File: src/pkg/fts_pkg.sv
`default_nettype none
// ****************************************************************
// Frame trigger sequencer shared definitions.
// ****************************************************************
package fts_pkg;

  // Register byte offsets on the AXI4-Lite slave.
  localparam logic [7:0] FTS_OFF_CTRL     = 8'h00;
  localparam logic [7:0] FTS_OFF_FILTER   = 8'h04;
  localparam logic [7:0] FTS_OFF_INTERVAL = 8'h08;
  localparam logic [7:0] FTS_OFF_DELAY    = 8'h0C;
  localparam logic [7:0] FTS_OFF_COUNT    = 8'h10;
  localparam logic [7:0] FTS_OFF_SWTRIG   = 8'h14;
  localparam logic [7:0] FTS_OFF_STATUS   = 8'h18;
  localparam logic [7:0] FTS_OFF_OUTCTL   = 8'h1C;

  // Control register field positions.
  localparam int FTS_CTRL_MODE_LSB = 0;
  localparam int FTS_CTRL_OBST_BIT = 2;

  // Capture modes held in the control register.
  localparam logic [1:0] FTS_MODE_FREE = 2'd0;
  localparam logic [1:0] FTS_MODE_HW   = 2'd1;
  localparam logic [1:0] FTS_MODE_SW   = 2'd2;

  // Values after reset, in microseconds or frames.
  localparam logic [31:0] FTS_RST_FILTER   = 32'h0000_03E8;
  localparam logic [31:0] FTS_RST_INTERVAL = 32'h0001_1170;
  localparam logic [31:0] FTS_RST_DELAY    = 32'h0000_0000;
  localparam logic [7:0]  FTS_RST_COUNT    = 8'h01;

  // Legal ranges of the timing settings.
  localparam logic [31:0] FTS_INTERVAL_MIN = 32'h0001_1170;
  localparam logic [31:0] FTS_INTERVAL_MAX = 32'h0098_9680;
  localparam logic [31:0] FTS_DELAY_MAX    = 32'h05F5_E100;
  localparam logic [7:0]  FTS_COUNT_MIN    = 8'h01;
  localparam logic [7:0]  FTS_COUNT_MAX    = 8'hC8;

  // Timebase: one tick per microsecond from the 100 MHz clock.
  localparam int FTS_CLK_MHZ      = 100;
  localparam int FTS_TICK_US      = 1;
  localparam int FTS_TICK_CYCLES  = FTS_CLK_MHZ * FTS_TICK_US;

  // Sequencer states.
  typedef enum logic [2:0] {
    FTS_IDLE,
    FTS_FILTER,
    FTS_DELAY,
    FTS_FIRE,
    FTS_GAP
  } fts_state_t;

  // Frame start request and frame index pair.
  typedef struct packed {
    logic       start;
    logic [7:0] index;
  } fts_frame_req_t;

endpackage : fts_pkg
`default_nettype wire

File: src/rtl/fts_tick.sv
`timescale 1ns/100ps
`default_nettype none
// ****************************************************************
// Microsecond tick divider.
// ****************************************************************
module fts_tick #(
  parameter int DIV = fts_pkg::FTS_TICK_CYCLES
) (
  input  wire logic aclk,
  input  wire logic aresetn,
  output logic      tick
);
  import fts_pkg::*;

  if (DIV < 2 || DIV > 65535) begin : g_div_chk
    $error("fts_tick: DIV out of range");
  end

  typedef struct packed {
    logic [15:0] cnt;
    logic        tick;
  } fts_tick_st_t;

  fts_tick_st_t st_r;
  fts_tick_st_t st_nxt;

  // Count down and pulse for one cycle at the wrap.
  always_comb begin
    st_nxt      = st_r;
    st_nxt.tick = 1'b0;
    if (st_r.cnt == 16'h0000) begin
      st_nxt.cnt  = 16'(DIV - 1);
      st_nxt.tick = 1'b1;
    end else begin
      st_nxt.cnt = st_r.cnt - 16'h0001;
    end
  end

  always_ff @(posedge aclk) begin
    if (!aresetn) begin
      st_r <= '0;
    end else begin
      st_r <= st_nxt;
    end
  end

  assign tick = st_r.tick;

endmodule : fts_tick
`default_nettype wire

File: src/rtl/fts_sync.sv
`timescale 1ns/100ps
`default_nettype none
// ****************************************************************
// Three-stage pin synchroniser with agreement filter.
// ****************************************************************
module fts_sync (
  input  wire logic aclk,
  input  wire logic aresetn,
  input  wire logic pin,
  output logic      level
);
  typedef struct packed {
    logic s1;
    logic s2;
    logic s3;
    logic level;
  } fts_sync_st_t;

  fts_sync_st_t st_r;
  fts_sync_st_t st_nxt;

  // The first stage only feeds the second; level moves when 2 and 3 agree.
  always_comb begin
    st_nxt    = st_r;
    st_nxt.s1 = pin;
    st_nxt.s2 = st_r.s1;
    st_nxt.s3 = st_r.s2;
    if (st_r.s2 == st_r.s3) begin
      st_nxt.level = st_r.s3;
    end
  end

  always_ff @(posedge aclk) begin
    if (!aresetn) begin
      st_r <= '0;
    end else begin
      st_r <= st_nxt;
    end
  end

  assign level = st_r.level;

endmodule : fts_sync
`default_nettype wire

File: src/rtl/fts_top.sv
// How it works
// - Trigger input pulses count only in hardware trigger mode.
// - Hardware mode idles and starts frames only after a valid input pulse.
// - After the burst the sequencer returns to idle, ready again once every issued frame is reported done.
// - After a trigger, wait the filter time then recheck the input level.
// - Frames in a burst are spaced by the interval, 70000 to 10000000 us.
// - After recheck wait the delay, 0 to 100000000 us; zero fires at once.
// - Each hardware trigger yields the programmed count of 1 to 200 frames.
// - Triggers arriving during a burst are discarded.
// - With a count of one the interval is never waited.
// - Software trigger mode and obstacle avoidance never both active.
// - Software mode starts only on a command, same filter, delay and burst.
// - Each software trigger yields the programmed count of 1 to 200 frames.
// - Both discrete inputs are active high; open reads as deasserted.
// - Discrete outputs only pull low or float, never drive high.
// - First frame after the delay, then one per interval up to count.
//
// Implementation choices: the AXI4-Lite register port and the address map.
`timescale 1ns/100ps
`default_nettype none
module fts_top (
  input  wire logic                    aclk,
  input  wire logic                    aresetn,
  input  wire logic [7:0]              s_axi_awaddr,
  input  wire logic                    s_axi_awvalid,
  output logic                         s_axi_awready,
  input  wire logic [31:0]             s_axi_wdata,
  input  wire logic [3:0]              s_axi_wstrb,
  input  wire logic                    s_axi_wvalid,
  output logic                         s_axi_wready,
  output logic [1:0]                   s_axi_bresp,
  output logic                         s_axi_bvalid,
  input  wire logic                    s_axi_bready,
  input  wire logic [7:0]              s_axi_araddr,
  input  wire logic                    s_axi_arvalid,
  output logic                         s_axi_arready,
  output logic [31:0]                  s_axi_rdata,
  output logic [1:0]                   s_axi_rresp,
  output logic                         s_axi_rvalid,
  input  wire logic                    s_axi_rready,
  input  wire logic                    trigger_input_primary,
  input  wire logic                    discrete_input_secondary,
  output logic                         discrete_output_first_oe,
  output logic                         discrete_output_first_o,
  output logic                         discrete_output_second_oe,
  output logic                         discrete_output_second_o,
  output fts_pkg::fts_frame_req_t      frame_req,
  input  wire logic                    frame_done
);
  import fts_pkg::*;

  // ****************************************************************
  // State
  // ****************************************************************
  typedef struct packed {
    logic [1:0]  mode;
    logic        obst;
    logic [31:0] filter;
    logic [31:0] interval;
    logic [31:0] delay;
    logic [7:0]  count;
    logic [1:0]  outctl;
    logic        sw_pend;
    logic        discards;
    logic        aw_got;
    logic [7:0]  aw_addr;
    logic        w_got;
    logic [31:0] w_data;
    logic [3:0]  w_strb;
    logic        bvalid;
    logic [1:0]  bresp;
    logic        rvalid;
    logic [31:0] rdata;
    logic [1:0]  rresp;
    fts_state_t  state;
    logic [31:0] timer;
    logic [7:0]  fired;
    logic [7:0]  done;
    logic        in_prev;
    logic        req;
    logic        burst_busy;
  } fts_top_st_t;

  fts_top_st_t st_r;
  fts_top_st_t st_nxt;
  logic        tick;
  logic        in1_lvl;
  logic        in2_lvl;

  // ****************************************************************
  // Helpers
  // ****************************************************************
  // Merge write data into a word under byte strobes.
  function automatic logic [31:0] fts_merge(input logic [31:0] old,
                                            input logic [31:0] wd,
                                            input logic [3:0]  sb);
    logic [31:0] res;
    res = old;
    for (int i = 0; i < 4; i++) begin
      if (sb[i]) res[i*8 +: 8] = wd[i*8 +: 8];
    end
    return res;
  endfunction : fts_merge

  // Clamp a value into a closed range.
  function automatic logic [31:0] fts_clamp(input logic [31:0] v,
                                            input logic [31:0] lo,
                                            input logic [31:0] hi);
    if (v < lo) return lo;
    if (v > hi) return hi;
    return v;
  endfunction : fts_clamp

  fts_tick u_tick (
    .aclk    (aclk),
    .aresetn (aresetn),
    .tick    (tick)
  );

  fts_sync u_sync_in1 (
    .aclk    (aclk),
    .aresetn (aresetn),
    .pin     (trigger_input_primary),
    .level   (in1_lvl)
  );

  fts_sync u_sync_in2 (
    .aclk    (aclk),
    .aresetn (aresetn),
    .pin     (discrete_input_secondary),
    .level   (in2_lvl)
  );

  // ****************************************************************
  // Next state
  // ****************************************************************
  logic        wr_go;
  logic        rd_go;
  logic        hw_edge;
  logic        trig;
  logic        trig_lvl;
  logic [31:0] wv;
  logic [31:0] st_word;

  always_comb begin
    st_nxt  = st_r;
    wr_go   = st_r.aw_got && st_r.w_got && !st_r.bvalid;
    rd_go   = s_axi_arvalid && !st_r.rvalid;
    wv      = 32'h0000_0000;
    st_nxt.in_prev = in1_lvl;
    // Only a rising level on the input in hardware mode counts.
    hw_edge = (st_r.mode == FTS_MODE_HW) && in1_lvl &&
              !st_r.in_prev;
    trig    = hw_edge || st_r.sw_pend;
    // The recheck samples the primary input in hardware mode and always passes in software mode.
    trig_lvl = (st_r.mode == FTS_MODE_HW) ? in1_lvl : 1'b1;
    st_word = {16'h0000, st_r.fired, 3'b000, st_r.discards, in2_lvl,
               in1_lvl, st_r.burst_busy, st_r.state != FTS_IDLE};

    // Write address and data are taken in either order and held.
    if (s_axi_awvalid && !st_r.aw_got) begin
      st_nxt.aw_got  = 1'b1;
      st_nxt.aw_addr = s_axi_awaddr;
    end
    if (s_axi_wvalid && !st_r.w_got) begin
      st_nxt.w_got  = 1'b1;
      st_nxt.w_data = s_axi_wdata;
      st_nxt.w_strb = s_axi_wstrb;
    end
    if (st_r.bvalid && s_axi_bready) begin
      st_nxt.bvalid = 1'b0;
    end
    if (st_r.rvalid && s_axi_rready) begin
      st_nxt.rvalid = 1'b0;
    end

    // Register writes; values outside the legal range are clamped.
    if (wr_go) begin
      st_nxt.aw_got = 1'b0;
      st_nxt.w_got  = 1'b0;
      st_nxt.bvalid = 1'b1;
      st_nxt.bresp  = 2'b00;
      if (st_r.aw_addr == FTS_OFF_CTRL) begin
        wv = fts_merge({29'h0, st_r.obst, st_r.mode}, st_r.w_data,
                       st_r.w_strb);
        st_nxt.mode = wv[FTS_CTRL_MODE_LSB +: 2];
        st_nxt.obst = wv[FTS_CTRL_OBST_BIT];
        // Software mode wins; obstacle avoidance is forced off with it.
        if (st_nxt.mode == FTS_MODE_SW) st_nxt.obst = 1'b0;
        if (st_nxt.mode == 2'd3) st_nxt.mode = FTS_MODE_FREE;
      end else if (st_r.aw_addr == FTS_OFF_FILTER) begin
        st_nxt.filter = fts_merge(st_r.filter, st_r.w_data, st_r.w_strb);
      end else if (st_r.aw_addr == FTS_OFF_INTERVAL) begin
        wv = fts_merge(st_r.interval, st_r.w_data, st_r.w_strb);
        st_nxt.interval = fts_clamp(wv, FTS_INTERVAL_MIN,
                                    FTS_INTERVAL_MAX);
      end else if (st_r.aw_addr == FTS_OFF_DELAY) begin
        wv = fts_merge(st_r.delay, st_r.w_data, st_r.w_strb);
        st_nxt.delay = fts_clamp(wv, 32'h0, FTS_DELAY_MAX);
      end else if (st_r.aw_addr == FTS_OFF_COUNT) begin
        wv = fts_merge({24'h0, st_r.count}, st_r.w_data, st_r.w_strb);
        wv = fts_clamp(wv, {24'h0, FTS_COUNT_MIN}, {24'h0, FTS_COUNT_MAX});
        st_nxt.count = wv[7:0];
      end else if (st_r.aw_addr == FTS_OFF_SWTRIG) begin
        if (st_r.w_strb[0] && st_r.w_data[0] &&
            st_r.mode == FTS_MODE_SW) begin
          st_nxt.sw_pend = 1'b1;
        end
      end else if (st_r.aw_addr == FTS_OFF_OUTCTL) begin
        wv = fts_merge({30'h0, st_r.outctl}, st_r.w_data, st_r.w_strb);
        st_nxt.outctl = wv[1:0];
      end else if (st_r.aw_addr == FTS_OFF_STATUS) begin
        if (st_r.w_strb[0] && st_r.w_data[4]) st_nxt.discards = 1'b0;
      end else begin
        st_nxt.bresp = 2'b10;
      end
    end

    // Register reads answer one cycle after the address is taken.
    if (rd_go) begin
      st_nxt.rvalid = 1'b1;
      st_nxt.rresp  = 2'b00;
      if (s_axi_araddr == FTS_OFF_CTRL) begin
        st_nxt.rdata = {29'h0, st_r.obst, st_r.mode};
      end else if (s_axi_araddr == FTS_OFF_FILTER) begin
        st_nxt.rdata = st_r.filter;
      end else if (s_axi_araddr == FTS_OFF_INTERVAL) begin
        st_nxt.rdata = st_r.interval;
      end else if (s_axi_araddr == FTS_OFF_DELAY) begin
        st_nxt.rdata = st_r.delay;
      end else if (s_axi_araddr == FTS_OFF_COUNT) begin
        st_nxt.rdata = {24'h0, st_r.count};
      end else if (s_axi_araddr == FTS_OFF_SWTRIG) begin
        st_nxt.rdata = {31'h0, st_r.sw_pend};
      end else if (s_axi_araddr == FTS_OFF_STATUS) begin
        st_nxt.rdata = st_word;
      end else if (s_axi_araddr == FTS_OFF_OUTCTL) begin
        st_nxt.rdata = {30'h0, st_r.outctl};
      end else begin
        st_nxt.rdata = 32'h0000_0000;
        st_nxt.rresp = 2'b10;
      end
    end

    // Frame requests are single-cycle strobes.
    st_nxt.req = 1'b0;
    if (frame_done && st_r.done != st_r.fired) begin
      st_nxt.done = st_r.done + 8'h01;
    end
    // The burst stays busy until every issued frame is reported done.
    st_nxt.burst_busy = (st_r.state != FTS_IDLE) ||
                        (st_nxt.done != st_r.fired);

    // Timers advance on the microsecond tick only.
    if (tick && st_r.timer != 32'h0) begin
      st_nxt.timer = st_r.timer - 32'h0000_0001;
    end

    case (st_r.state)
      FTS_IDLE: begin
        if (trig && !st_r.burst_busy) begin
          st_nxt.sw_pend = 1'b0;
          st_nxt.timer   = st_r.filter;
          st_nxt.fired   = 8'h00;
          st_nxt.done    = 8'h00;
          st_nxt.state   = FTS_FILTER;
        end
      end
      FTS_FILTER: begin
        if (st_r.timer == 32'h0) begin
          // Recheck: noise that has gone away is dropped here.
          if (trig_lvl) begin
            st_nxt.timer = st_r.delay;
            st_nxt.state = FTS_DELAY;
          end else begin
            st_nxt.state = FTS_IDLE;
          end
        end
      end
      FTS_DELAY: begin
        if (st_r.timer == 32'h0) st_nxt.state = FTS_FIRE;
      end
      FTS_FIRE: begin
        st_nxt.req   = 1'b1;
        st_nxt.fired = st_r.fired + 8'h01;
        if (st_r.fired + 8'h01 >= st_r.count) begin
          st_nxt.state = FTS_IDLE;
        end else begin
          st_nxt.timer = st_r.interval;
          st_nxt.state = FTS_GAP;
        end
      end
      FTS_GAP: begin
        if (st_r.timer == 32'h0) st_nxt.state = FTS_FIRE;
      end
      default: st_nxt.state = FTS_IDLE;
    endcase

    // Triggers that land during a burst are dropped and noted.
    if (st_r.state != FTS_IDLE || st_r.burst_busy) begin
      if (hw_edge || st_r.sw_pend) begin
        st_nxt.discards = 1'b1;
        st_nxt.sw_pend  = 1'b0;
      end
    end
  end

  always_ff @(posedge aclk) begin
    if (!aresetn) begin
      st_r          <= '0;
      st_r.filter   <= FTS_RST_FILTER;
      st_r.interval <= FTS_RST_INTERVAL;
      st_r.delay    <= FTS_RST_DELAY;
      st_r.count    <= FTS_RST_COUNT;
      st_r.state    <= FTS_IDLE;
    end else begin
      st_r <= st_nxt;
    end
  end

  // ****************************************************************
  // Outputs
  // ****************************************************************
  // Bus handshakes; address and data are accepted while not yet held.
  assign s_axi_awready = !st_r.aw_got;
  assign s_axi_wready  = !st_r.w_got;
  assign s_axi_bvalid  = st_r.bvalid;
  assign s_axi_bresp   = st_r.bresp;
  assign s_axi_arready = !st_r.rvalid;
  assign s_axi_rvalid  = st_r.rvalid;
  assign s_axi_rdata   = st_r.rdata;
  assign s_axi_rresp   = st_r.rresp;

  // Open-drain outputs: the data line is always low; enable pulls down.
  assign discrete_output_first_o   = 1'b0;
  assign discrete_output_first_oe  = st_r.outctl[0];
  assign discrete_output_second_o  = 1'b0;
  assign discrete_output_second_oe = st_r.outctl[1];

  assign frame_req = {st_r.req, st_r.fired};

endmodule : fts_top
`default_nettype wire

File: config.mk
export PLATFORM = sky130hd
export DESIGN_NAME = fts_top
export DESIGN_NICKNAME = d
export VERILOG_FILES = /design/src/pkg/fts_pkg.sv /design/src/rtl/fts_tick.sv /design/src/rtl/fts_sync.sv /design/src/rtl/fts_top.sv
export SDC_FILE = /design/constraint.sdc
export NUM_CORES = 1
export LEC_CHECK = 0
export CORE_MARGIN = 5
export CORE_UTILIZATION = 40
export DETAILED_ROUTE_END_ITERATION = 10
export DONT_BUFFER_PORTS = 1
export MAX_ROUTING_LAYER = met4
export PLACE_DENSITY_LB_ADDON = 0.12
export SLEW_MARGIN = 10
export SYNTH_ARGS = -nofsm -noshare
export SYNTH_HDL_FRONTEND = slang
export SYNTH_HIERARCHICAL = 1
export SYNTH_SLANG_ARGS = --single-unit
export TNS_END_PERCENT = 10
File: constraint.sdc
create_clock -name aclk -period 7.7 [get_ports aclk]
set_input_delay 1.54 -clock aclk [delete_from_list [all_inputs] [get_ports aclk]]
set_output_delay 1.54 -clock aclk [all_outputs]
set_load 0.01 [all_outputs]
# --- Word-level counts from Yosys, hierarchy flattened ---
# Index checks and enable logic that the tools add are counted.
word_totals:
  reg_bits: 274
  out_inout_bits: 54
  word_cells: 327
  inputBits: 62
classes:
  n_lt_le_gt_ge: 7
  muxes: 190
  bitwise_logic: 7
  n_eq_ne: 30
  n_addsub: 4
  reduce_logical: 49
ops:
  columns: ["cell", "n"]
  rows:
  - ["$mux 8", 78]
  - ["$mux 32", 15]
  - ["$pmux 32 s3", 1]
  - ["$mux 35", 2]
  - ["$eq 8x5->1 const B", 8]
  - ["$lt 32x1->1 const B", 2]
  - ["$mux 1", 53]
  - ["$mux 2", 26]
  - ["$mux 51", 1]
  - ["$mux 16", 3]
  - ["$eq 8x4->1 const B", 4]
  - ["$gt 32x24->1 const B", 1]
  - ["$gt 32x27->1 const B", 1]
  - ["$gt 32x8->1 const B", 1]
  - ["$logic_not 32->1", 1]
  - ["$lt 32x17->1 const B", 1]
  - ["$reduce_bool 32->1", 1]
  - ["$sub 32x1->32 const B", 1]
  - ["$mux 3", 7]
  - ["$reduce_and 4->1", 5]
  - ["$add 8x1->8 const B", 2]
  - ["$eq 8x3->1 const B", 2]
  - ["$logic_not 16->1", 1]
  - ["$logic_not 8->1", 2]
  - ["other kinds (29)", 68]

# --- Logic depth before layout (Yosys ltp) ---
# Gate-level depths: netlist of run 1.
logic_depth:
  ltp_word: 24
  mapped_depth: 13
  mapped_depth_nobuf: 10

# --- Hierarchy ---
# Netlist of run 1, hierarchy kept.
modules_own_cells:
  columns: ["mod", "area_per_inst_um2", "seq_area_each_um2", "cells_per_inst", "instances"]
  rows:
  - ["fts_top", 12754.7, 4944.7, 1584, 1]
  - ["fts_tick", 743.2, 340.3, 79, 1]
  - ["fts_sync", 116.4, 80.1, 10, 2]

# --- Least setup slack after synthesis of run 1 ---
# OpenSTA, ideal clock, no wires.
synth_path:
  path_type: "input port to flip-flop"
  from: "input s_axi_araddr[3]"
  to: "register st_r (netlist bit s_axi_rdata[2])"
  path_slack_ns: 4.291
  setup_time_ns: 0.058
  required_ns: 7.642
  path_buffers: 3
  arrival_time_ns: 3.351
  stages: 10
  path_cell_list: "clkbuf_1 > nor2b_1 > and3_1 > clkbuf_1 > and2_1 > clkbuf_1 > nor2b_1 > or4_1 > a221oi_1 > o21a_1"
synth_via:
  elab_chain_len: 8
  word_cells_on_any_way: 14
  cone_classes: "eq/ne (6); mux (7); reduce/logical (1)"
synth_rtl:
  columns: ["item", "line", "text"]
  rows:
  - ["from (decl)", "fts_top.sv:34", "input wire logic [7:0] s_axi_araddr,"]
  - ["$eq 8x5->1", "fts_top.sv:235", "end else if (s_axi_araddr == FTS_OFF_STATUS) begin"]
  - ["$mux 16", "fts_top.sv:235", null]
  - ["$mux 16", "fts_top.sv:233", "end else if (s_axi_araddr == FTS_OFF_SWTRIG) begin"]
  - ["$mux 16", "fts_top.sv:231", "end else if (s_axi_araddr == FTS_OFF_COUNT) begin"]
  - ["$mux 32", "fts_top.sv:229", "end else if (s_axi_araddr == FTS_OFF_DELAY) begin"]
  - ["$mux 32", "fts_top.sv:227", "end else if (s_axi_araddr == FTS_OFF_INTERVAL) begin"]
  - ["$mux 32", "fts_top.sv:225", "end else if (s_axi_araddr == FTS_OFF_FILTER) begin"]
  - ["$mux 32 *", "fts_top.sv:223", "if (s_axi_araddr == FTS_OFF_CTRL) begin"]
  - ["to (signal assigned)", "fts_top.sv:317", "st_r <= st_nxt;"]
  - ["to (decl)", "fts_top.sv:84", "fts_top_st_t st_r;"]
# Mark *: on every way between the ends. The rest lies on a longest branch, timed or not.
# A chain may end at the register's enable or synchronous reset.

# --- Worst setup path in the final report of run 1 ---
layout_path:
  from: "register st_r (netlist bit frame_req[1])"
  to: "register st_r[44] (netlist bit)"
layout_via:
  elab_chain_len: 4
layout_rtl:
  columns: ["item", "line", "text"]
  rows:
  - ["$add 8x1->8", "fts_top.sv:286", "if (st_r.fired + 8'h01 >= st_r.count) begin"]
  - ["$ge 8x8->1", "fts_top.sv:286", null]
  - ["$mux 32", "fts_top.sv:286", null]
  - ["$pmux 32 s3", "fts_top.sv:259", "case (st_r.state)"]
# Every way passes these cells.

==> run_results.csv, run 1 <==
group,metric,value,unit
run_status,status,"complete, no violations",
sta,timing.clock.skew,0.0150,ns
synthesis,yosys_reg_bits,272,
sta,max_freq,278,MHz
clock_tree,cts_post_setup_buffers_inserted,0,
sta,post-route-min-period,3.60,ns
route,drt-vias-per-instance,5.94,
clock_tree,cts_tree,"yes",
min_path,worstHoldStart,"u_sync_in2/st_nxt[2]",
synthesis,most_frequent_cells_after_synthesis,"sky130_fd_sc_hd__dfxtp_1 (272), sky130_fd_sc_hd__nand2_1 (205), sky130_fd_sc_hd__a21oi_1 (142), sky130_fd_sc_hd__nor2_1 (134), sky130_fd_sc_hd__clkbuf_1 (96)",
clock_tree,cts_buffer_depth,3,
route,detail_route.wirelength,43.9,mm
synthesis,post-synth-top-count-cell,"sky130_fd_sc_hd__dfxtp_1",
critical_path,reg2reg_from,"frame_req[1]",
cells_and_area,area_added_between_synthesis_and_finish,7.55,%
critical_path,path_class,"reg -> reg",
power,cellPowerDensity,292,mW/mm2
sta,setup_viol,0,
sta,rsz_0062_raised_after_global_routing,"no",
sta,finalSetupTns,0,ns
global_route,top_usage_layer,"met1",
die,die_span_y,195,um
min_path,worstHoldEndpoint,"u_sync_in2/st_nxt[1]",
cells_and_area,nNetsFinal,1643,
synthesis,ys_warn_count,6,
power,ir_worst_vdd,0.363,mV
route,post-route-drc-count,0,
die,dieWidth,195,um
synthesis,synth_top_area_share,39.7,%
clock_tree,clk_root_buffer_cell,"sky130_fd_sc_hd__clkbuf_16",
placed_design,post-dp-hpwl,31.1,mm
global_route,grt_pass1_vias,11297,
synthesis,number_of_standard_cells_after_synthesis,1683,
sta,slew-limit-headroom,37.0,%
route,routed_wire_length_per_instance,21.5,um
sta,postLayoutSetupSlackWorst,4.10,ns
clock_tree,cts.clk_slew.worst_paths,0.06,ns
critical_path,ff2ff_setup_slack,4.10,ns
synthesis,synth_top_flop_cell,"sky130_fd_sc_hd__dfxtp_1",
min_path,worstHoldPathCells,1,
clock_tree,cts-htree-levels,1,
route,detail_route.first_pass.iterations,5,
die,design.die.area,0.0381,mm2
clock_tree,tritoncts.num_buffers,31,
die,core_area,0.0337,mm2
global_route,grtUsageMet2,31.9,%
synthesis,synth_async_sr_flop_share,0,%
sta,final_min_period_over_clock_period,46.7,%
global_route,grt_max_degree,81,
critical_path,worst-path-max-fanout,20,
global_route,met1_usage,33.8,%
die,core.rowCount,67,
sta,hold_violations,0,
global_route,antenna_violations_before_repair,2,
min_path,min-delay-path-class,"reg -> reg",
synthesis,portion_of_the_post_synthesis_area_used_by_sequential_elements,39.7,%
clock_tree,tritoncts_num_sinks,272,
critical_path,timing.rr.end,"st_r[44]",
job,drv.max_cap_violation_count,0,
sta,max_slew.worst_pin.slew,0.941,ns
sta,report.final.slew_viol_count,0,
clock_tree,clk-insertion-delay-late,0.57,ns
critical_path,cp_data_required_time,8.17,ns
global_route,use_met3,3.58,%
global_route,grt_pass1_wl,67.8,mm
clock_tree,post_cts_resized,0,
route,antenna_left,0,
critical_path,data_arrival_time_at_the_worst_slack_endpoint,4.06,ns
placed_design,io_buffers,0,
route,drtIter0Drc,849,
critical_path,end_kind,"register",
synthesis,post_synth_main_area_contributors,"sky130_fd_sc_hd__dfxtp_1 (40%), sky130_fd_sc_hd__nand2_1 (5.6%), sky130_fd_sc_hd__a21oi_1 (5.2%)",
die,initial_core_util,40.7,%
die,top_level_ports,116,
cells_and_area,final_layout_size_suffix_gt1_share,7.09,%
placed_design,place_congestion,0.930,
critical_path,rr_worst_depth,11,
synthesis,synthDominantAreaCellType,"sky130_fd_sc_hd__dfxtp_1",
synthesis,ys_types,86,
placed_design,post-place-ws,3.78,ns
clock_tree,hold_fix_buffers_at_cts,0,
synthesis,postSynthAreaPerCell,8.16,um2
synthesis,syn-cell-area,0.0137,mm2
synthesis,synth_enable_flop_cells,0,
global_route,grt_use_total,22.5,%
critical_path,critical_path_source_type,"register",
power,power.static_leakage,5.29,nW
global_route,global_route.overflow_total,0,
route,num_vias,12130,
==> flip-flops by register name (all words and copies together) (netlist names), 2 cells and up <==
register	count
u_sync_in1/st_nxt	2
u_tick/st_r	16
frame_req	9
s_axi_rdata	32
u_sync_in2/st_nxt	2
st_r	200
==> report_power, final <==
part	total (mW)	switching, mW	internal [mW]
clock	1.61	0.613	1.00
sequential	1.65	0.129	1.52
combinational	1.05	0.674	0.373
total	4.31	1.42	2.89
==> worst max path at each step <==
stage | start | end | cells past startpoint
finish | frame_req[1] | st_r[44] | 11
global route | frame_req[1] | st_r[49] | 11
CTS | frame_req[1] | st_r[44] | 10
detailed placement | s_axi_araddr[5] | s_axi_rdata[2] | 8
global placement | s_axi_araddr[5] | s_axi_rdata[2] | 8
floorplan | s_axi_araddr[3] | s_axi_rdata[2] | 10
==> worst max-delay path: stages (launching register included) <==
cell	delay [ns]
sky130_fd_sc_hd__dfxtp_1	0.64
sky130_fd_sc_hd__ha_1	0.31
sky130_fd_sc_hd__nand3_1	0.19
sky130_fd_sc_hd__nor2_1	0.21
sky130_fd_sc_hd__xor2_1	0.21
sky130_fd_sc_hd__ha_1	0.20
sky130_fd_sc_hd__nor4_1	0.05
sky130_fd_sc_hd__o211a_1	0.14
sky130_fd_sc_hd__a211oi_1	0.22
sky130_fd_sc_hd__buf_4	0.24
sky130_fd_sc_hd__nand3_1	0.68
sky130_fd_sc_hd__o22ai_1	0.39
==> cells in the final DEF, fill, tap and decap left out, drive strengths merged, types with 13 or more instances in the layout <==
cell type and instances:
a31oi 17, a22o 44, nand2 205, nor3 61, buf 22, xor2 32
a221oi 38, nor4 28, and3 21, clkbuf 40, o21ai 48, inv 38
o31ai 13, nand3 93, o22ai 31, a21oi 142, xnor2 32, mux2i 23
and2 16, a22oi 19, nor2 134, nor2b 13, or3 24, dfxtp 272
==> stage by stage <==
step	std cells	power [mW]	instance area [um2]	hold WS [ns]	utilization, %
CTS	2041	4.33	14800	0.427	43.8
detailed placement	1984	2.71	13600	0.414	40.5
global route	2042	4.50	14800	0.450	43.8
finish	2042	4.31	14800	0.427	43.8
floorplan	1686	2.56	13700	0.406	-
global placement	1984	2.70	13600	0.411	40.5
==> cell families (layout without fill, tap and decap cells) <==
kind of cell               after synthesis  in the layout  synth area share (%)
other                                    1              5                0.0273
DFF                                    272            272                  39.7
muxes                                   29             29                  2.25
buffers and inverters                  210            117                  7.28
and+or+nand+nor                        659            659                  23.7
AOI/OAI and AO/OA                      436            436                  21.9
adders and majority gates               12             12                  1.09
xor gates and xnor gates                64             64                  4.14
==> area by class of cell <==
type	count	area (um2)
multi-input cells	1204	7330
diodes	1	2.50
inverters	38	145
clock inverters	17	241
clock buffers	40	880
repair buffers	22	165
well taps	448	561
fillers	3486	18900
flip-flops and latches	272	5450
==> per-layer routing <==
| layer | vias to the layer above | share of wire, % | wire, um |
|---|---|---|---|
| met5 | - | 0 | 0 |
| met3 | 60 | 6.8 | 2960 |
| met4 | 0 | 1.8 | 802 |
| met1 | 5812 | 49 | 21700 |
| li1 | 5869 | - | - |
| met2 | 389 | 42 | 18500 |
Note: power is estimated with default switching activity, not from simulation.
==> inputs of run 2 (changes only) <==
==> constraint.sdc (replaced) <==
create_clock -name aclk -period 3.3 [get_ports aclk]
set_input_delay 0.66 -clock aclk [delete_from_list [all_inputs] [get_ports aclk]]
set_output_delay 0.66 -clock aclk [all_outputs]
set_load 0.01 [all_outputs]
==> run 2 against run 1 <==
  * Combinational power grew to 2.8 times the previous value
  * Hold slack lost 0.18 ns
  * Global-route usage grew 0.77 points
  * Via count grew 1.4%
  * Setup slack lost 3.9 ns
  * Non-clock buffer count grew 38
  * Register-to-register slack lost 3.9 ns
  * Sequential share of layout area shrank 0.91 points
  * Critical endpoint is now st_r[147]
  * Highest routed layer unchanged
  * Critical path type unchanged
  * Flip-flop and latch count is the same
==> run_results.csv, run 2 (synthesis results as in run 1) <==
group,metric,value,unit
clock_tree,clk-insertion-delay-late,0.52,ns
critical_path,data_arrival_time_at_the_worst_slack_endpoint,3.46,ns
critical_path,critical_path_source_type,"register",
critical_path,path_class,"reg -> reg",
job,drv.max_cap_violation_count,0,
cells_and_area,final_layout_size_suffix_gt1_share,9.30,%
clock_tree,cts.clk_slew.worst_paths,0.06,ns
critical_path,worstSetupStartpoint,"st_r[105]",
power,switching_share,33.3,%
clock_tree,tritoncts.num_buffers,34,
cells_and_area,largest_register_ffs,200,
sta,max_slew.worst_pin.slew,0.936,ns
sta,report.final.slew_viol_count,0,
critical_path,ff2ff_setup_slack,0.25,ns
route,detail_route.wirelength,44.7,mm
die,die_span_y,195,um
critical_path,cp_data_required_time,3.71,ns
clock_tree,post_cts_resized,0,
clock_tree,cts_post_setup_buffers_inserted,0,
sta,hold_violations,0,
power,power.share.sequential,36.2,%
min_path,min-delay-path-class,"in -> reg",
cells_and_area,top_reg_by_flops,"st_r",
clock_tree,clk_root_buffer_cell,"sky130_fd_sc_hd__clkbuf_16",
sta,finalSetupTns,0,ns
route,drt-vias-per-instance,5.90,
power,share_comb_of_total_power,27.1,%
route,drtIter0Drc,1003,
global_route,grt_use_total,23.3,%
die,initial_core_util,40.7,%
placed_design,place_congestion,0.933,
critical_path,slowest_delay,0.73,ns
power,power.static_leakage,5.53,nW
placed_design,io_buffers,0,
critical_path,reg2reg_from,"st_r[105]",
sta,setup_viol,0,
clock_tree,hold_fix_buffers_at_cts,0,
sta,final_min_period_over_clock_period,92.5,%
global_route,grt_pass1_wl,69.6,mm
cells_and_area,final_cell_mix,"sky130_fd_sc_hd__dfxtp_1 (271), sky130_fd_sc_hd__nand2_1 (205), sky130_fd_sc_hd__a21oi_1 (142)",
clock_tree,tritoncts_num_sinks,272,
route,antenna_left,0,
die,dieWidth,195,um
die,core.rowCount,67,
power,power.share.clock,36.7,%
global_route,global_route.overflow_total,0,
sta,timing.clock.skew,0.0218,ns
route,num_vias,12298,
cells_and_area,finalCoreUtilization,44.9,%
route,detail_route.first_pass.iterations,5,
min_path,worstHoldStart,"s_axi_rready",
critical_path,worst-path-max-fanout,7,
sta,post-route-min-period,3.05,ns
cells_and_area,area_added_between_synthesis_and_finish,10.3,%
power,switchingPower,3.55,mW
sta,slew-limit-headroom,37.5,%
route,routed_wire_length_per_instance,21.5,um
sta,rsz_0062_raised_after_global_routing,"no",
clock_tree,cts-htree-levels,2,
power,ir_worst_vdd,1.01,mV
power,power.internal,7.13,mW
run_status,status,"complete, no violations",
critical_path,end_kind,"register",
placed_design,post-dp-hpwl,32.4,mm
route,post-route-drc-count,0,
global_route,antenna_violations_before_repair,0,
clock_tree,cts_tree,"yes",
sta,max_freq,328,MHz
critical_path,crit_path_cell_chain,"nor4_1 > a31oi_1 > a211o_1 > or4b_1 > a21oi_1 > nor2_1 > a22o_1",
critical_path,slowest_stage,"sky130_fd_sc_hd__nor4_1",
global_route,grt_max_degree,81,
die,design.die.area,0.0381,mm2
global_route,grt_pass1_vias,11706,
die,core_area,0.0337,mm2
cells_and_area,antenna_cells_inserted,0,
power,cellPowerDensity,706,mW/mm2
cells_and_area,nNetsFinal,1684,
cells_and_area,layout_commonest_cell,"sky130_fd_sc_hd__dfxtp_1",
die,top_level_ports,116,
clock_tree,cts_buffer_depth,3,
==> run 2: cell count changes in the layout (fill, tap and decap cells not counted), sizes merged <==
cell	delta
clkinvlp	-1
clkinv	-7
buf	+38
bufinv	-3
inv	+1
clkbuf	+14
diode	-1
==> run 2: through the flow <==
| stage | cells | setup WS (ns) | total power, mW | hold WS, ns | instance area, um2 |
|---|---|---|---|---|---|
| finish | 2083 | 0.247 | 10.7 | 0.248 | 15100 |
| global route | 2083 | 0.0801 | 11.2 | 0.231 | 15100 |
| CTS | 2083 | 0.304 | 10.8 | 0.222 | 15100 |
| detailed placement | 2022 | 0.327 | 6.78 | 0.413 | 13900 |
| global placement | 2022 | 0.339 | 6.75 | 0.411 | 13900 |
| floorplan | 1686 | 0.693 | 5.97 | 0.406 | 13700 |
==> run 2: layout make-up <==
cell class	count	area [um2]
Clock buffer	54	1090
Clock inverter	7	114
Fill cell	3431	18600
Inverter	38	145
Multi-Input combinational cell	1204	7330
Sequential cell	272	5450
Tap cell	448	561
Timing Repair Buffer	60	463
==> run 2: final timing paths <==
path,cells after the start,endpoint
hold / removal,1,s_axi_rvalid
setup reg to reg,7,st_r[147]
setup / recovery,7,st_r[147]
hold reg to reg,1,u_sync_in1/st_nxt[1]
==> run 2: power groups by stage <==
stage / sequential, mW / clock, mW / combinational, mW
after global routing: 3.91 / 4.18 / 3.10
after global placement: 3.93 / 0 / 2.82
final: 3.87 / 3.92 / 2.89
after detailed placement: 3.93 / 0 / 2.84
after floorplan: 3.82 / 0 / 2.15
after CTS: 3.86 / 4.03 / 2.87
==> run 2: worst max-delay path, delay by kind of cell (launching register included) <==
kind             cells  cell delay [ns]
AO/OA/AOI/OAI        4             1.09
flip-flops           1             0.41
AND/OR/NAND/NOR      3             1.43
==> run 2: routing by layer <==
metal / up-vias / GRT usage, % / share of wire [%]
li1: 5945 / - / -
met1: 5865 / 33.9 / 48
met2: 431 / 33.1 / 42
met3: 57 / 5.03 / 7.8
met4: 0 / 5.17 / 1.8
met5: - / - / 0
